File: src/hdl/ccsu_pkg.sv
// Purpose: Shared constants for the common command and status unit.
// Assumes: One 40 MHz clock; the command parser and subsystems share it.
// Notes: Tags mark the logic.
// Function
// - Option report lists keyword or zero, fixed order
// - Option report is query only, never written
// - Clear-at-power-on set: masks cleared at power-up
// - Clear-at-power-on off: masks reloaded from nonvolatile
// - Recall restores whole saved state from slot
// - Recall forces calibration off, aborts trigger
// - Save writes present state into one of eight slots
// - Reset loads the factory default settings
// - Reset command equals bus device clear
// - Reset clears status, keeps enable masks
// - Masked status byte ORed into bit six
// - Zero request mask never raises service request
// - Serial poll clears request flag, keeps summary
// - Serial poll returns request flag in bit six
// - Status byte query leaves byte unchanged
// - Summary bits clear only by reading sources
// - Status byte bit layout, bits two-zero unused
// - Bus trigger fires bus-sourced subsystems like GET
// - Output, relay, trigger commands run overlapped
// - Wait holds off until overlapped work completes
// - Any later command except wait abandons the wait
// - Masked event register sets event summary bit
// - Reading event register returns then clears it
package ccsu_pkg;

    // ----------------------------------------------------------------
    // Command codes from the parser
    // ----------------------------------------------------------------
    typedef enum logic [3:0] {
        CMD_CLS = 4'h0, CMD_ESE = 4'h1, CMD_ESEQ = 4'h2, CMD_ESRQ = 4'h3,
        CMD_OPTQ = 4'h4, CMD_PSC = 4'h5, CMD_PSCQ = 4'h6, CMD_RCL = 4'h7,
        CMD_RST = 4'h8, CMD_SAV = 4'h9, CMD_SRE = 4'ha, CMD_SREQ = 4'hb,
        CMD_STBQ = 4'hc, CMD_TRG = 4'hd, CMD_WAI = 4'he, CMD_OTHER = 4'hf
    } ccsu_cmd_t;

    // ----------------------------------------------------------------
    // Status byte and event register bit positions
    // ----------------------------------------------------------------
    localparam int STB_OPR = 7;
    localparam int STB_SUM = 6;
    localparam int STB_EVT = 5;
    localparam int STB_MSG = 4;
    localparam int STB_QST = 3;
    localparam int ESR_PWR = 7;
    localparam logic [7:0] MASK_RESET = 8'h00;

    // ----------------------------------------------------------------
    // Saved instrument state layout
    // ----------------------------------------------------------------
    localparam int SLOTS = 8;
    localparam int SLOT_W = 3;
    localparam int CFG_W = 56;
    localparam int F_CONT = 0;
    localparam int F_OUT = 1;
    localparam int F_TSRC = 2;
    localparam int F_VSLEW = 4;
    localparam int F_FSLEW = 5;
    localparam int F_PHASE = 6;
    localparam int F_DELAY = 16;
    localparam int F_FREQ = 32;
    localparam int F_LIST = 48;
    localparam logic [1:0] TSRC_IMM = 2'h0;
    localparam logic [1:0] TSRC_BUS = 2'h1;
    localparam logic [9:0] PHASE_DEF = 10'h000;
    localparam logic [15:0] DELAY_DEF_MS = 16'h0064;
    localparam logic [15:0] FREQ_DEF_HZ = 16'h003c;
    localparam logic [7:0] LIST_DEF = 8'h00;
    localparam logic [CFG_W-1:0] CFG_DEFAULT = {LIST_DEF, FREQ_DEF_HZ, DELAY_DEF_MS,
        PHASE_DEF, 1'b1, 1'b1, TSRC_IMM, 1'b0, 1'b0};

    // ----------------------------------------------------------------
    // Option report: fixed order, field n keyword id is n+1
    // ----------------------------------------------------------------
    localparam int OPT_N = 14;
    localparam logic [3:0] OPT_LAST = 4'hd;
    localparam logic [13:0] OPT_INSTALLED = 14'h0001;

endpackage

File: src/hdl/ccsu_status_byte.sv
// Purpose: Builds the status byte and the master summary from its sources.
// Assumes: All inputs are on clk_sys; purely combinational.
// Notes: Summaries clear only when their source registers are cleared.
`timescale 1ns/10ps
module ccsu_status_byte
    import ccsu_pkg::*;
(
    // Sources
    input wire logic operSummary,
    input wire logic questSummary,
    input wire logic msgAvail,
    input wire logic [7:0] eventReg,
    input wire logic [7:0] eventMask,
    // Mask and result
    input wire logic [7:0] requestMask,
    output logic masterSummary,
    output logic [7:0] statusByte
);
    logic [7:0] bare;

    // Bit six is excluded from the masking so the summary cannot feed itself.
    always_comb begin
        bare = 8'h00;
        bare[STB_OPR] = operSummary;
        bare[STB_EVT] = |(eventReg & eventMask);
        bare[STB_MSG] = msgAvail;
        bare[STB_QST] = questSummary;
        masterSummary = |(bare & requestMask);
        statusByte = bare;
        statusByte[STB_SUM] = masterSummary;
    end
endmodule

File: src/hdl/ccsu_slot_store.sv
// Purpose: Eight slots of saved instrument state held in flip-flops.
// Assumes: One write per cycle; read is combinational by index.
// Notes: Slots start at factory defaults after reset.
`timescale 1ns/10ps
module ccsu_slot_store
    import ccsu_pkg::*;
(
    // Clock and reset
    input wire logic clk_sys,
    input wire logic resetn,
    // Write side
    input wire logic wrEn,
    input wire logic [SLOT_W-1:0] wrIdx,
    input wire logic [CFG_W-1:0] wrData,
    // Read side
    input wire logic [SLOT_W-1:0] rdIdx,
    output logic [CFG_W-1:0] rdData
);
    typedef struct packed {
        logic [SLOTS-1:0][CFG_W-1:0] slot;
    } ccsu_store_t;

    ccsu_store_t st_reg;
    ccsu_store_t st_next;

    // Write one slot, transient list field included.
    always_comb begin
        st_next = st_reg;
        if (wrEn) begin
            st_next.slot[wrIdx] = wrData;
        end
    end

    // Slots reset to the factory state.
    always_ff @(posedge clk_sys or negedge resetn) begin
        if (!resetn) begin
            st_reg <= {SLOTS{CFG_DEFAULT}};
        end else begin
            st_reg <= st_next;
        end
    end

    assign rdData = st_reg.slot[rdIdx];
endmodule

File: src/hdl/ccsu_core.sv
// Purpose: Executes common commands and keeps status byte and request logic.
// Assumes: Parser, subsystems and power sequencer all run on clk_sys.
// Notes: Nonvolatile storage lives outside; this block loads and writes it.
`timescale 1ns/10ps
module ccsu_core
    import ccsu_pkg::*;
(
    // Clock and reset
    input wire logic clk_sys,
    input wire logic resetn,
    // Command port from the parser
    input wire logic cmdValid,
    input wire logic [3:0] cmdCode,
    input wire logic [7:0] cmdArg,
    output logic cmdReady,
    // Query answers
    output logic respValid,
    output logic [7:0] respData,
    output logic respLast,
    // Instrument bus events
    input wire logic devClear,
    input wire logic groupTrig,
    input wire logic pollReq,
    output logic pollValid,
    output logic [7:0] pollData,
    output logic srq,
    // Status sources
    input wire logic operSummary,
    input wire logic questSummary,
    input wire logic msgAvail,
    input wire logic [7:0] eventSet,
    output logic statusClear,
    // Power-up and nonvolatile mask storage
    input wire logic powerUp,
    input wire logic nvClearFlag,
    input wire logic [7:0] nvRequestMask,
    input wire logic [7:0] nvEventMask,
    output logic nvWrite,
    output logic nvClearFlagOut,
    output logic [7:0] nvRequestMaskOut,
    output logic [7:0] nvEventMaskOut,
    // Instrument settings
    input wire logic cfgLoad,
    input wire logic [CFG_W-1:0] cfgIn,
    output logic [CFG_W-1:0] cfgOut,
    output logic calEnable,
    input wire logic calOn,
    // Trigger and overlap
    output logic busTrigger,
    output logic transientTrig,
    output logic trigAbort,
    input wire logic overlapBusy,
    output logic waitHold
);
    // ----------------------------------------------------------------
    // State
    // ----------------------------------------------------------------
    typedef struct packed {
        logic [7:0] reqMask;
        logic [7:0] evtMask;
        logic [7:0] evtReg;
        logic clrFlag;
        logic rfs;
        logic sumPrev;
        logic waitPend;
        logic [CFG_W-1:0] cfg;
        logic cal;
        logic rValid;
        logic [7:0] rData;
        logic rLast;
        logic optBusy;
        logic [3:0] optIdx;
        logic trig;
        logic ownTrig;
        logic abort;
        logic clr;
        logic nvWr;
        logic pValid;
        logic [7:0] pData;
    } ccsu_core_t;

    localparam ccsu_core_t CORE_RESET = '{
        reqMask: MASK_RESET, evtMask: MASK_RESET, evtReg: 8'h00, clrFlag: 1'b1,
        rfs: 1'b0, sumPrev: 1'b0, waitPend: 1'b0, cfg: CFG_DEFAULT, cal: 1'b0,
        rValid: 1'b0, rData: 8'h00, rLast: 1'b0, optBusy: 1'b0, optIdx: 4'h0,
        trig: 1'b0, ownTrig: 1'b0, abort: 1'b0, clr: 1'b0, nvWr: 1'b0,
        pValid: 1'b0, pData: 8'h00};

    ccsu_core_t s_reg;
    ccsu_core_t s_next;

    logic take;
    ccsu_cmd_t cmd;
    logic sum;
    logic [7:0] stb;
    logic [CFG_W-1:0] slotData;
    logic doReset;
    logic doTrig;

    // Field id for one position of the option report, zero when absent.
    function automatic logic [7:0] optField(input logic [3:0] idx);
        optField = OPT_INSTALLED[idx] ? {4'h0, idx} + 8'h01 : 8'h00;
    endfunction

    // The option report blocks new commands while it streams out.
    assign take = cmdValid && cmdReady;
    assign cmdReady = !s_reg.optBusy;
    assign cmd = ccsu_cmd_t'(cmdCode);
    assign doReset = (take && cmd == CMD_RST) || devClear;
    assign doTrig = (take && cmd == CMD_TRG) || groupTrig;

    // ----------------------------------------------------------------
    // Status byte and saved slots
    // ----------------------------------------------------------------
    ccsu_status_byte u_stb (
        .operSummary(operSummary),
        .questSummary(questSummary),
        .msgAvail(msgAvail),
        .eventReg(s_reg.evtReg),
        .eventMask(s_reg.evtMask),
        .requestMask(s_reg.reqMask),
        .masterSummary(sum),
        .statusByte(stb)
    );

    ccsu_slot_store u_store (
        .clk_sys(clk_sys),
        .resetn(resetn),
        .wrEn(take && cmd == CMD_SAV),
        .wrIdx(cmdArg[SLOT_W-1:0]),
        .wrData(s_reg.cfg),
        .rdIdx(cmdArg[SLOT_W-1:0]),
        .rdData(slotData)
    );

    // ----------------------------------------------------------------
    // Next-state logic
    // ----------------------------------------------------------------
    // Event sets are merged last so a set in the clearing cycle survives.
    always_comb begin
        s_next = s_reg;
        s_next.rValid = 1'b0;
        s_next.rLast = 1'b0;
        s_next.trig = 1'b0;
        s_next.ownTrig = 1'b0;
        s_next.abort = 1'b0;
        s_next.clr = 1'b0;
        s_next.nvWr = 1'b0;
        s_next.pValid = 1'b0;
        s_next.sumPrev = sum;
        if (calOn) begin
            s_next.cal = 1'b1;
        end
        if (cfgLoad) begin
            s_next.cfg = cfgIn;
        end
        // Overlapped subsystem work runs on; only the wait looks at it.
        if (s_reg.waitPend && !overlapBusy) begin
            s_next.waitPend = 1'b0;
        end
        // Option report streams one field per cycle.
        if (s_reg.optBusy) begin
            s_next.rValid = 1'b1;
            s_next.rData = optField(s_reg.optIdx);
            s_next.rLast = s_reg.optIdx == OPT_LAST;
            s_next.optBusy = s_reg.optIdx != OPT_LAST;
            s_next.optIdx = s_reg.optIdx + 4'h1;
        end
        if (take) begin
            if (cmd != CMD_WAI) begin
                s_next.waitPend = 1'b0;
            end
            unique case (cmd)
                CMD_CLS: begin
                    s_next.evtReg = 8'h00;
                    s_next.clr = 1'b1;
                end
                CMD_ESE: begin
                    s_next.evtMask = cmdArg;
                    s_next.nvWr = 1'b1;
                end
                CMD_ESEQ: begin
                    s_next.rValid = 1'b1;
                    s_next.rData = s_reg.evtMask;
                    s_next.rLast = 1'b1;
                end
                CMD_ESRQ: begin
                    s_next.rValid = 1'b1;
                    s_next.rData = s_reg.evtReg;
                    s_next.rLast = 1'b1;
                    s_next.evtReg = 8'h00;
                end
                CMD_OPTQ: begin
                    // Query only: the installed set is a constant.
                    s_next.optBusy = 1'b1;
                    s_next.optIdx = 4'h0;
                end
                CMD_PSC: begin
                    s_next.clrFlag = cmdArg[0];
                    s_next.nvWr = 1'b1;
                end
                CMD_PSCQ: begin
                    s_next.rValid = 1'b1;
                    s_next.rData = {7'h00, s_reg.clrFlag};
                    s_next.rLast = 1'b1;
                end
                CMD_RCL: begin
                    s_next.cfg = slotData;
                    s_next.cal = 1'b0;
                    s_next.abort = 1'b1;
                end
                CMD_SRE: begin
                    s_next.reqMask = cmdArg;
                    s_next.nvWr = 1'b1;
                end
                CMD_SREQ: begin
                    s_next.rValid = 1'b1;
                    s_next.rData = s_reg.reqMask;
                    s_next.rLast = 1'b1;
                end
                CMD_STBQ: begin
                    // Plain read: no bit of the status byte is touched.
                    s_next.rValid = 1'b1;
                    s_next.rData = stb;
                    s_next.rLast = 1'b1;
                end
                CMD_WAI: begin
                    s_next.waitPend = overlapBusy;
                end
                CMD_RST, CMD_TRG, CMD_SAV, CMD_OTHER: begin
                end
            endcase
        end
        // Reset and device clear share one path; enable masks are kept.
        if (doReset) begin
            s_next.cfg = CFG_DEFAULT;
            s_next.evtReg = 8'h00;
            s_next.rfs = 1'b0;
            s_next.clr = 1'b1;
        end
        if (doTrig) begin
            s_next.trig = 1'b1;
            s_next.ownTrig = s_next.cfg[F_TSRC +: 2] == TSRC_BUS;
        end
        // Power-up either clears the masks or reloads them.
        if (powerUp) begin
            s_next.clrFlag = nvClearFlag;
            s_next.cfg = CFG_DEFAULT;
            s_next.reqMask = nvClearFlag ? MASK_RESET : nvRequestMask;
            s_next.evtMask = nvClearFlag ? MASK_RESET : nvEventMask;
            s_next.evtReg = 8'h00;
            s_next.evtReg[ESR_PWR] = 1'b1;
            // A fresh start drops any old request.
            s_next.rfs = 1'b0;
            s_next.sumPrev = 1'b0;
        end
        // Serial poll reports the request flag, then drops only it.
        if (pollReq) begin
            s_next.pValid = 1'b1;
            s_next.pData = stb;
            s_next.pData[STB_SUM] = s_reg.rfs;
            s_next.rfs = 1'b0;
        end
        s_next.evtReg = s_next.evtReg | eventSet;
        if (sum && !s_reg.sumPrev && !powerUp) begin
            s_next.rfs = 1'b1;
        end
    end

    // State register.
    always_ff @(posedge clk_sys or negedge resetn) begin
        if (!resetn) begin
            s_reg <= CORE_RESET;
        end else begin
            s_reg <= s_next;
        end
    end

    // ----------------------------------------------------------------
    // Outputs
    // ----------------------------------------------------------------
    // The request line follows the flag with no extra stage.
    assign srq = s_reg.rfs;
    assign respValid = s_reg.rValid;
    assign respData = s_reg.rData;
    assign respLast = s_reg.rLast;
    assign pollValid = s_reg.pValid;
    assign pollData = s_reg.pData;
    assign statusClear = s_reg.clr;
    assign nvWrite = s_reg.nvWr;
    assign nvClearFlagOut = s_reg.clrFlag;
    assign nvRequestMaskOut = s_reg.reqMask;
    assign nvEventMaskOut = s_reg.evtMask;
    assign cfgOut = s_reg.cfg;
    assign calEnable = s_reg.cal;
    assign busTrigger = s_reg.trig;
    assign transientTrig = s_reg.ownTrig;
    assign trigAbort = s_reg.abort;
    assign waitHold = s_reg.waitPend;

    // ----------------------------------------------------------------
    // Assertions
    // ----------------------------------------------------------------
    property p_zero_mask;
        @(posedge clk_sys) disable iff (!resetn)
        (s_reg.reqMask == 8'h00) [*2] |-> !sum ##1 !(s_reg.rfs && !$past(s_reg.rfs));
    endproperty
    a_zero_mask: assert property (p_zero_mask) else $error("Request raised with zero mask.");

    property p_poll_clear;
        @(posedge clk_sys) disable iff (!resetn)
        pollReq && !(sum && !s_reg.sumPrev) |=> !srq && pollValid;
    endproperty
    a_poll_clear: assert property (p_poll_clear) else $error("Poll did not clear request.");

    property p_poll_bit;
        @(posedge clk_sys) disable iff (!resetn)
        pollReq |=> pollData[STB_SUM] == $past(s_reg.rfs);
    endproperty
    a_poll_bit: assert property (p_poll_bit) else $error("Poll bit six is wrong.");

    property p_stb_read;
        @(posedge clk_sys) disable iff (!resetn)
        take && cmd == CMD_STBQ && !pollReq && !doReset && eventSet == 8'h00 && !powerUp
        |=> respValid && respData == $past(stb) && s_reg.evtReg == $past(s_reg.evtReg);
    endproperty
    a_stb_read: assert property (p_stb_read) else $error("Status read changed state.");

    property p_esr_read;
        @(posedge clk_sys) disable iff (!resetn)
        take && cmd == CMD_ESRQ && !powerUp |=> respData == $past(s_reg.evtReg)
        && s_reg.evtReg == $past(eventSet);
    endproperty
    a_esr_read: assert property (p_esr_read) else $error("Event read did not clear.");

    property p_reset_masks;
        @(posedge clk_sys) disable iff (!resetn)
        devClear && !powerUp && !take |=> s_reg.reqMask == $past(s_reg.reqMask)
        && s_reg.evtMask == $past(s_reg.evtMask) && s_reg.cfg == CFG_DEFAULT && statusClear;
    endproperty
    a_reset_masks: assert property (p_reset_masks) else $error("Clear touched masks.");

    property p_recall;
        @(posedge clk_sys) disable iff (!resetn)
        take && cmd == CMD_RCL && !calOn |=> trigAbort && !calEnable;
    endproperty
    a_recall: assert property (p_recall) else $error("Recall did not abort.");

    property p_bus_trig;
        @(posedge clk_sys) disable iff (!resetn)
        take && cmd == CMD_TRG |=> busTrigger;
    endproperty
    a_bus_trig: assert property (p_bus_trig) else $error("Bus trigger missing.");

    property p_wait_drop;
        @(posedge clk_sys) disable iff (!resetn)
        waitHold && take && cmd != CMD_WAI |=> !waitHold;
    endproperty
    a_wait_drop: assert property (p_wait_drop) else $error("Wait not abandoned.");

    property p_pon_clear;
        @(posedge clk_sys) disable iff (!resetn)
        powerUp && nvClearFlag |=> s_reg.reqMask == 8'h00 && s_reg.evtMask == 8'h00 ##1 !srq;
    endproperty
    a_pon_clear: assert property (p_pon_clear) else $error("Masks kept at power-up.");

    property p_opt_len;
        @(posedge clk_sys) disable iff (!resetn)
        take && cmd == CMD_OPTQ |=> ##14 respValid && respLast;
    endproperty
    a_opt_len: assert property (p_opt_len) else $error("Option list length wrong.");

    c_srq: cover property (@(posedge clk_sys) disable iff (!resetn) $rose(srq));
    c_poll: cover property (@(posedge clk_sys) disable iff (!resetn) pollReq && srq);
    c_wait: cover property (@(posedge clk_sys) disable iff (!resetn) $fell(waitHold));
    c_recall: cover property (@(posedge clk_sys) disable iff (!resetn) trigAbort);
endmodule

File: config.mk
export PLATFORM = sky130hd
export DESIGN_NAME = ccsu_core
export DESIGN_NICKNAME = d
export VERILOG_FILES = /design/src/hdl/ccsu_pkg.sv /design/src/hdl/ccsu_status_byte.sv /design/src/hdl/ccsu_slot_store.sv /design/src/hdl/ccsu_core.sv
export SDC_FILE = /design/constraint.sdc
export NUM_CORES = 1
export LEC_CHECK = 0
export BUFFER_PORTS_ARGS = -buffer_cell sky130_fd_sc_hd__buf_2
export CORE_ASPECT_RATIO = 2
export CORE_MARGIN = 1.5
export CORE_UTILIZATION = 40
export CTS_CLUSTER_DIAMETER = 200
export CTS_CLUSTER_SIZE = 10
export DETAILED_ROUTE_END_ITERATION = 12
export PLACE_DENSITY = 0.69
export SYNTH_ARGS = -nofsm -noshare
export SYNTH_HDL_FRONTEND = slang
export SYNTH_SLANG_ARGS = --single-unit
File: constraint.sdc
create_clock -name clk_sys -period 5.52 [get_ports clk_sys]
set_clock_uncertainty 0.15 [all_clocks]
set_input_delay 0.828 -clock clk_sys [delete_from_list [all_inputs] [get_ports clk_sys]]
set_output_delay 0.828 -clock clk_sys [all_outputs]
set_load 0.02 [all_outputs]
==> out/qor.yml, run 1 <==
outcome: "complete, no violations"
syn_area_um2: 26200
post-route-drc-count: 0
htreeDepth: 2
synth-edff-count: 0
antenna_found_initial: 4
tightest_slew_ns: 1.200
clk_path_buf_depth: 3
track_usage: 0.2067
ctsHoldBuffers: 0
cts_sinks: 559
worstHoldPathType: "in -> async"
cts_root_buf: "clkbuf_16"
synthTopCellsByArea: "dfrtp_1 (46%), mux2_2 (21%), dfstp_2 (8.2%)"
wl_um: 69160
fin_crit_sh: 0.6407
vdd_drop_max_mv: 0.2302
grt_pass1_wl_um: 105000
synth_area_per_cell_um2: 13.83
wire_per_inst_um: 23.87
r2r-start: "s_reg[18]"
cp_max_fo: 56
muxShareOfSynthArea: 0.2889
fillerInstances: 5794
start_util: 0.4046
seq_area_um2: 14090
die_h_um: 364.9
ios: 207
critPathCapture: "u_store.st_reg[200]"
die_width_um: 184.0
r2r_cells: 6
core_um2: 64740
dieArea_um2: 67130
maxSlewViolCount: 0
clock_latency_ns: 0.62
ant_nets: 0
drt-vias-per-instance: 5.659
layout_setup_ws_ns: 1.983
grt_max_degree: 133
rsz0062_at_grt: "no"
setup_viol: 0
fin_setup_tns_ns: 0
ys_ff_latch: 559
power.density_nw_per_um2: 316.9
critPathLaunchType: "input pin"
clk_pin_slew_worst_paths_ns: 0.06
dp_slack_ns: 1.384
slew_headroom: 0.1970
synth_compound_area_frac: 0.08296
dr.first_iter.drc_count: 958
post_cts_resized: 0
area_growth_pct: 10.62
fin_crit_ns: 3.537
yosysTopAreaCellShare: 0.4557
fin_nets: 2083
yosysWarnings: 0
crit_start: "cmdArg[1]"
cts_buffers: 61
setup.worst_path.end_class: "register"
dr_total_vias: 16393
synth_xor_area_frac: 0.001003
synth-simple-area-share: 0.02813
placementRows: 132
cap_violations: 0
grt_overflow_total: 0
whs_ns: 0.1366
cts_tree: "done"
gp_congestion: 0.8661
synthAdderAreaFrac: 0.001433
async_flop_share: 1.000
port_buffers: 203
synthFlopType: "dfrtp_1"
final_layout_size_suffix_gt1_frac: 0.4667
r2r_end: "u_store.st_reg[235]"
synth_top_family_by_area: "multiplexers"
hpwl_um: 42790
timing.fmax_mhz: 282.8
multi_input_comb_area_um2: 10650
seq_area_frac_synth: 0.5379
reg2reg_slack_ns: 1.99
grt_pass1_vias: 17590
synth_cell_types: 58
p_leak_uw: 0.01392
critPathRequiredTime_ns: 5.87
worstSetupPathType: "in -> reg"
finalHoldViolCount: 0
yosysTopAreaCell: "dfrtp_1"
arrival_ns: 3.89
largest_register_ffs: 448
netlist_instances: 1894
drtPass1Iterations: 6
post_cts_buffers: 0
[power by group]
part	switching [uW]	internal (uW)	leakage, uW
Sequential	177	4380	0.00742
Clock	1620	2080	0.000830
Combinational	556	375	0.00567
Total	2350	6830	0.0139
[how the worst min path moves through the flow]
stage / cells past startpoint / slack [ns] / end
after floorplan: 1 / 0.27 / srq
after global placement: 1 / 0.29 / srq
after detailed placement: 1 / 0.29 / srq
after CTS: 1 / 0.19 / u_store.st_reg[403]
after global routing: 1 / 0.22 / u_store.st_reg[403]
final: 1 / 0.14 / u_store.st_reg[403]
[synth_stat cells, drive strengths merged, types with 32 or more instances]
| cell | number |
|---|---|
| mux2i | 80 |
| a21oi | 73 |
| nor2 | 32 |
| buf | 192 |
| a221oi | 37 |
| mux2 | 503 |
| a22oi | 39 |
| nand2 | 43 |
| o21ai | 65 |
| dfrtp | 477 |
| dfstp | 82 |
| mux4 | 49 |
[critical path: stages]
cell     delay [ns]
buf_4          0.59
and2_1         0.59
and2_1         0.51
nand2_4        0.73
mux2_2         0.55
[cells in the final DEF (no fill, tap or decap), types with 25 or more instances in the layout]
master,synthesis,layout
dfrtp_1,477,477
mux4_2,49,49
dfstp_2,82,82
clkbuf_1,30,51
buf_4,98,33
mux2i_1,80,80
mux2_2,490,490
a22o_1,25,25
a21oi_1,73,73
buf_2,60,198
o21ai_0,65,65
nand2_1,43,38
nor2_1,30,30
clkbuf_16,0,61
a22oi_1,39,39
a221oi_1,37,37
[layer usage]
layer,up-vias,global-route usage,part of all wire
li1,7094,-,-
met1,8552,0.2415,0.39
met2,550,0.3670,0.51
met3,191,0.02850,0.046
met4,6,0.1069,0.053
met5,-,0,0.00051
[metrics by stage]
stage	instance area, um^2	instances	util	power (uW)
global route	28980	2896	0.4475	9526
CTS	28980	2896	0.4475	9274
global placement	27210	2782	0.4203	5510
floorplan	26200	1896	-	5215
finish	28980	2897	0.4476	9183
detailed placement	27210	2782	0.4203	5559
[area by class of cell]
cell class	count	share of cell area
antenna	1	0.00008636
clock buffer	112	0.05928
clock inverter	2	0.001598
inverter	6	0.0008204
multi-input combinational	1108	0.3675
sequential	559	0.4863
tap	871	0.03761
timing repair buffer	238	0.04680
[cell families (layout without fill, tap and decap cells)]
logic type | Yosys count | count (layout)
mux | 632 | 632
flops | 559 | 559
compound gates | 318 | 318
buf+inv | 229 | 358
simple gates | 149 | 149
fa+ha+maj | 3 | 3
xor+xnor | 3 | 3
other cells | 1 | 4
Power figures use the tool's default switching activity.
==> inputs of run 2 (changes only) <==
- PLACE_DENSITY: 0.69 -> 0.71
- clock period: 5.52 -> 3 ns (I/O delays scaled with it)
==> run 2 against run 1 <==
  * Via count is 2.8% higher
  * Sequential share of layout area shrank 1.4 points
  * Highest routed layer unchanged
  * Final area up 3.0%
  * Die area stayed put
  * Critical endpoint is now cfgOut[21]
  * Combinational power grew 97%
  * Power increased by 85%
  * Clock power grew 84%
  * Register-to-register slack worse by 1.4 ns
  * Core utilization rose by 1.3 points
==> out/qor.yml, run 2 (synthesized netlist as in run 1, its figures left out) <==
cts_tree: "done"
die_width_um: 184.0
final_common_cell: "mux2_2"
swShare: 0.2556
port_buffers: 203
antenna_found_initial: 3
final_area_um2: 29840
clk_path_buf_depth: 3
whs_ns: 0.02648
seq_area_um2: 14090
maxSlewViolCount: 0
vdd_drop_max_mv: 0.4660
clock_latency_ns: 0.62
finalHoldViolCount: 0
largest_register_ffs: 448
dieArea_um2: 67130
slew_headroom: 0.2123
post-route-drc-count: 0
grt_overflow_total: 0
tightest_slew_ns: 1.177
area_growth_pct: 13.89
wl_um: 70360
arrival_ns: 2.89
instances_no_fill: 2969
start_util: 0.4046
dpl.cell_count: 2825
grt_pass1_wl_um: 107800
cts_buffers: 61
rsz0062_at_grt: "no"
worstPathCellList: "dlygate4sd3_1 > buf_2 > nor2b_1 > a31oi_1 > nand2_2 > a2111oi_0 > a21oi_1"
track_usage: 0.2103
clk_pin_slew_worst_paths_ns: 0.06
htreeDepth: 2
cpMaxStageDelayCell: "a2111oi_0"
placementRows: 132
timing.fmax_mhz: 395.3
setup.worst_path.end_class: "register"
drt-vias-per-instance: 5.674
antenna_cells: 0
cp_max_fo: 20
fin_crit_sh: 0.8432
worstHoldPathType: "in -> reg"
power.density_nw_per_um2: 569.9
fin_crit_ns: 2.530
setup_viol: 0
cap_violations: 0
critPathLaunchType: "input pin"
drtPass1Iterations: 5
ant_nets: 0
cts_sinks: 559
core_um2: 64740
p_clk_frac: 0.400
post-route-util: 0.4608
grt_max_degree: 98
outcome: "complete, no violations"
p_int_uw: 12660
fin_nets: 2156
multi_input_comb_area_um2: 10640
pwr-share-comb: 0.107
cts_root_buf: "clkbuf_16"
worstSetupPathType: "in -> reg"
seqPwrFrac: 0.493
wire_per_inst_um: 23.70
gp_congestion: 0.8538
power_switching_uw: 4347
dr_total_vias: 16845
fin_setup_tns_ns: 0
p_leak_uw: 0.01435
final_layout_size_suffix_gt1_frac: 0.4704
max_stage_delay_ns: 0.64
dpl-instance-area_um2: 27780
layout_common_cells: "mux2_2 (490), dfrtp_1 (477), buf_2 (198), dfstp_2 (82), mux2i_1 (80)"
die_h_um: 364.9
grt_pass1_vias: 18461
ios: 207
fillerInstances: 5695
dr.first_iter.drc_count: 956
hpwl_um: 45550
critPathRequiredTime_ns: 3.36
==> run 2: cell types whose count changed in the layout (fill, tap and decap cells not counted) <==
cell and delta:
nor4b_1 +1, inv_16 +2, clkinv_16 -1, buf_12 +20, dlygate4sd3_1 +30, diode_2 -1, nor4b_2 -1, clkinv_8 -1
buf_4 +23
==> run 2: final cells by class <==
| cell class | instances | share of cell area |
|---|---|---|
| clock inverters | 2 | 0.001342 |
| flip-flops and latches | 559 | 0.4723 |
| clock buffers | 112 | 0.05758 |
| repair buffers | 311 | 0.07473 |
| inverters | 6 | 0.0007968 |
| well taps | 871 | 0.03653 |
| multi-input cells | 1108 | 0.3567 |
==> run 2: routing by layer <==
metal / GRT usage / vias up / part of all wire
li1: - / 7238 / -
met1: 0.2394 / 8813 / 0.38
met2: 0.3758 / 604 / 0.51
met3: 0.03597 / 186 / 0.056
met4: 0.1074 / 4 / 0.048
met5: 0 / - / 0.00033
==> run 2: stage by stage <==
step                      setup slack (ns)  power [uW]
after detailed placement            0.3264       10300
after global routing                0.4272       17640
final                               0.4704       17000
after global placement              0.3410       10200
after floorplan                     0.9064        9596
after CTS                           0.5507       17150
==> run 2: final timing paths <==
| check | from | slack [ns] | cells past startpoint | to |
|---|---|---|---|---|
| setup / recovery | cmdValid | 0.47 | 7 | cfgOut[21] |
| hold / removal | cmdArg[6] | 0.03 | 3 | nvEventMaskOut[6] |
| setup reg to reg | s_reg[18] | 0.57 | 6 | cfgOut[21] |
| hold reg to reg | s_reg[87] | 0.30 | 1 | srq |
| max in group asynchronous | resetn | 1.45 | 3 | u_store.st_reg[305] |
| min in group asynchronous | resetn | 0.21 | 2 | u_store.st_reg[293] |
==> run 2: power by group through the flow <==
stage	Clock, uW	Sequential, uW	Combinational, uW
floorplan	0	8410	1190
global placement	0	8460	1750
detailed placement	0	8500	1800
CTS	6950	8370	1840
global route	7240	8420	1980
finish	6800	8380	1830
==> run 2: what timing repair did <==
| action | in CTS | in global routing |
|---|---|---|
| setup buffers | 0 | 0 |
| endpoints found under the hold margin | 74 | 0 |
| gates resized for setup | 0 | 0 |
| hold buffers | 30 | 0 |
==> run 2: worst max-delay path: cells and delay by family <==
family                 cells  cell delay (ns)
buffers and inverters      2             0.68
AO/OA/AOI/OAI              3             1.11
AND/OR/NAND/NOR            2             0.65
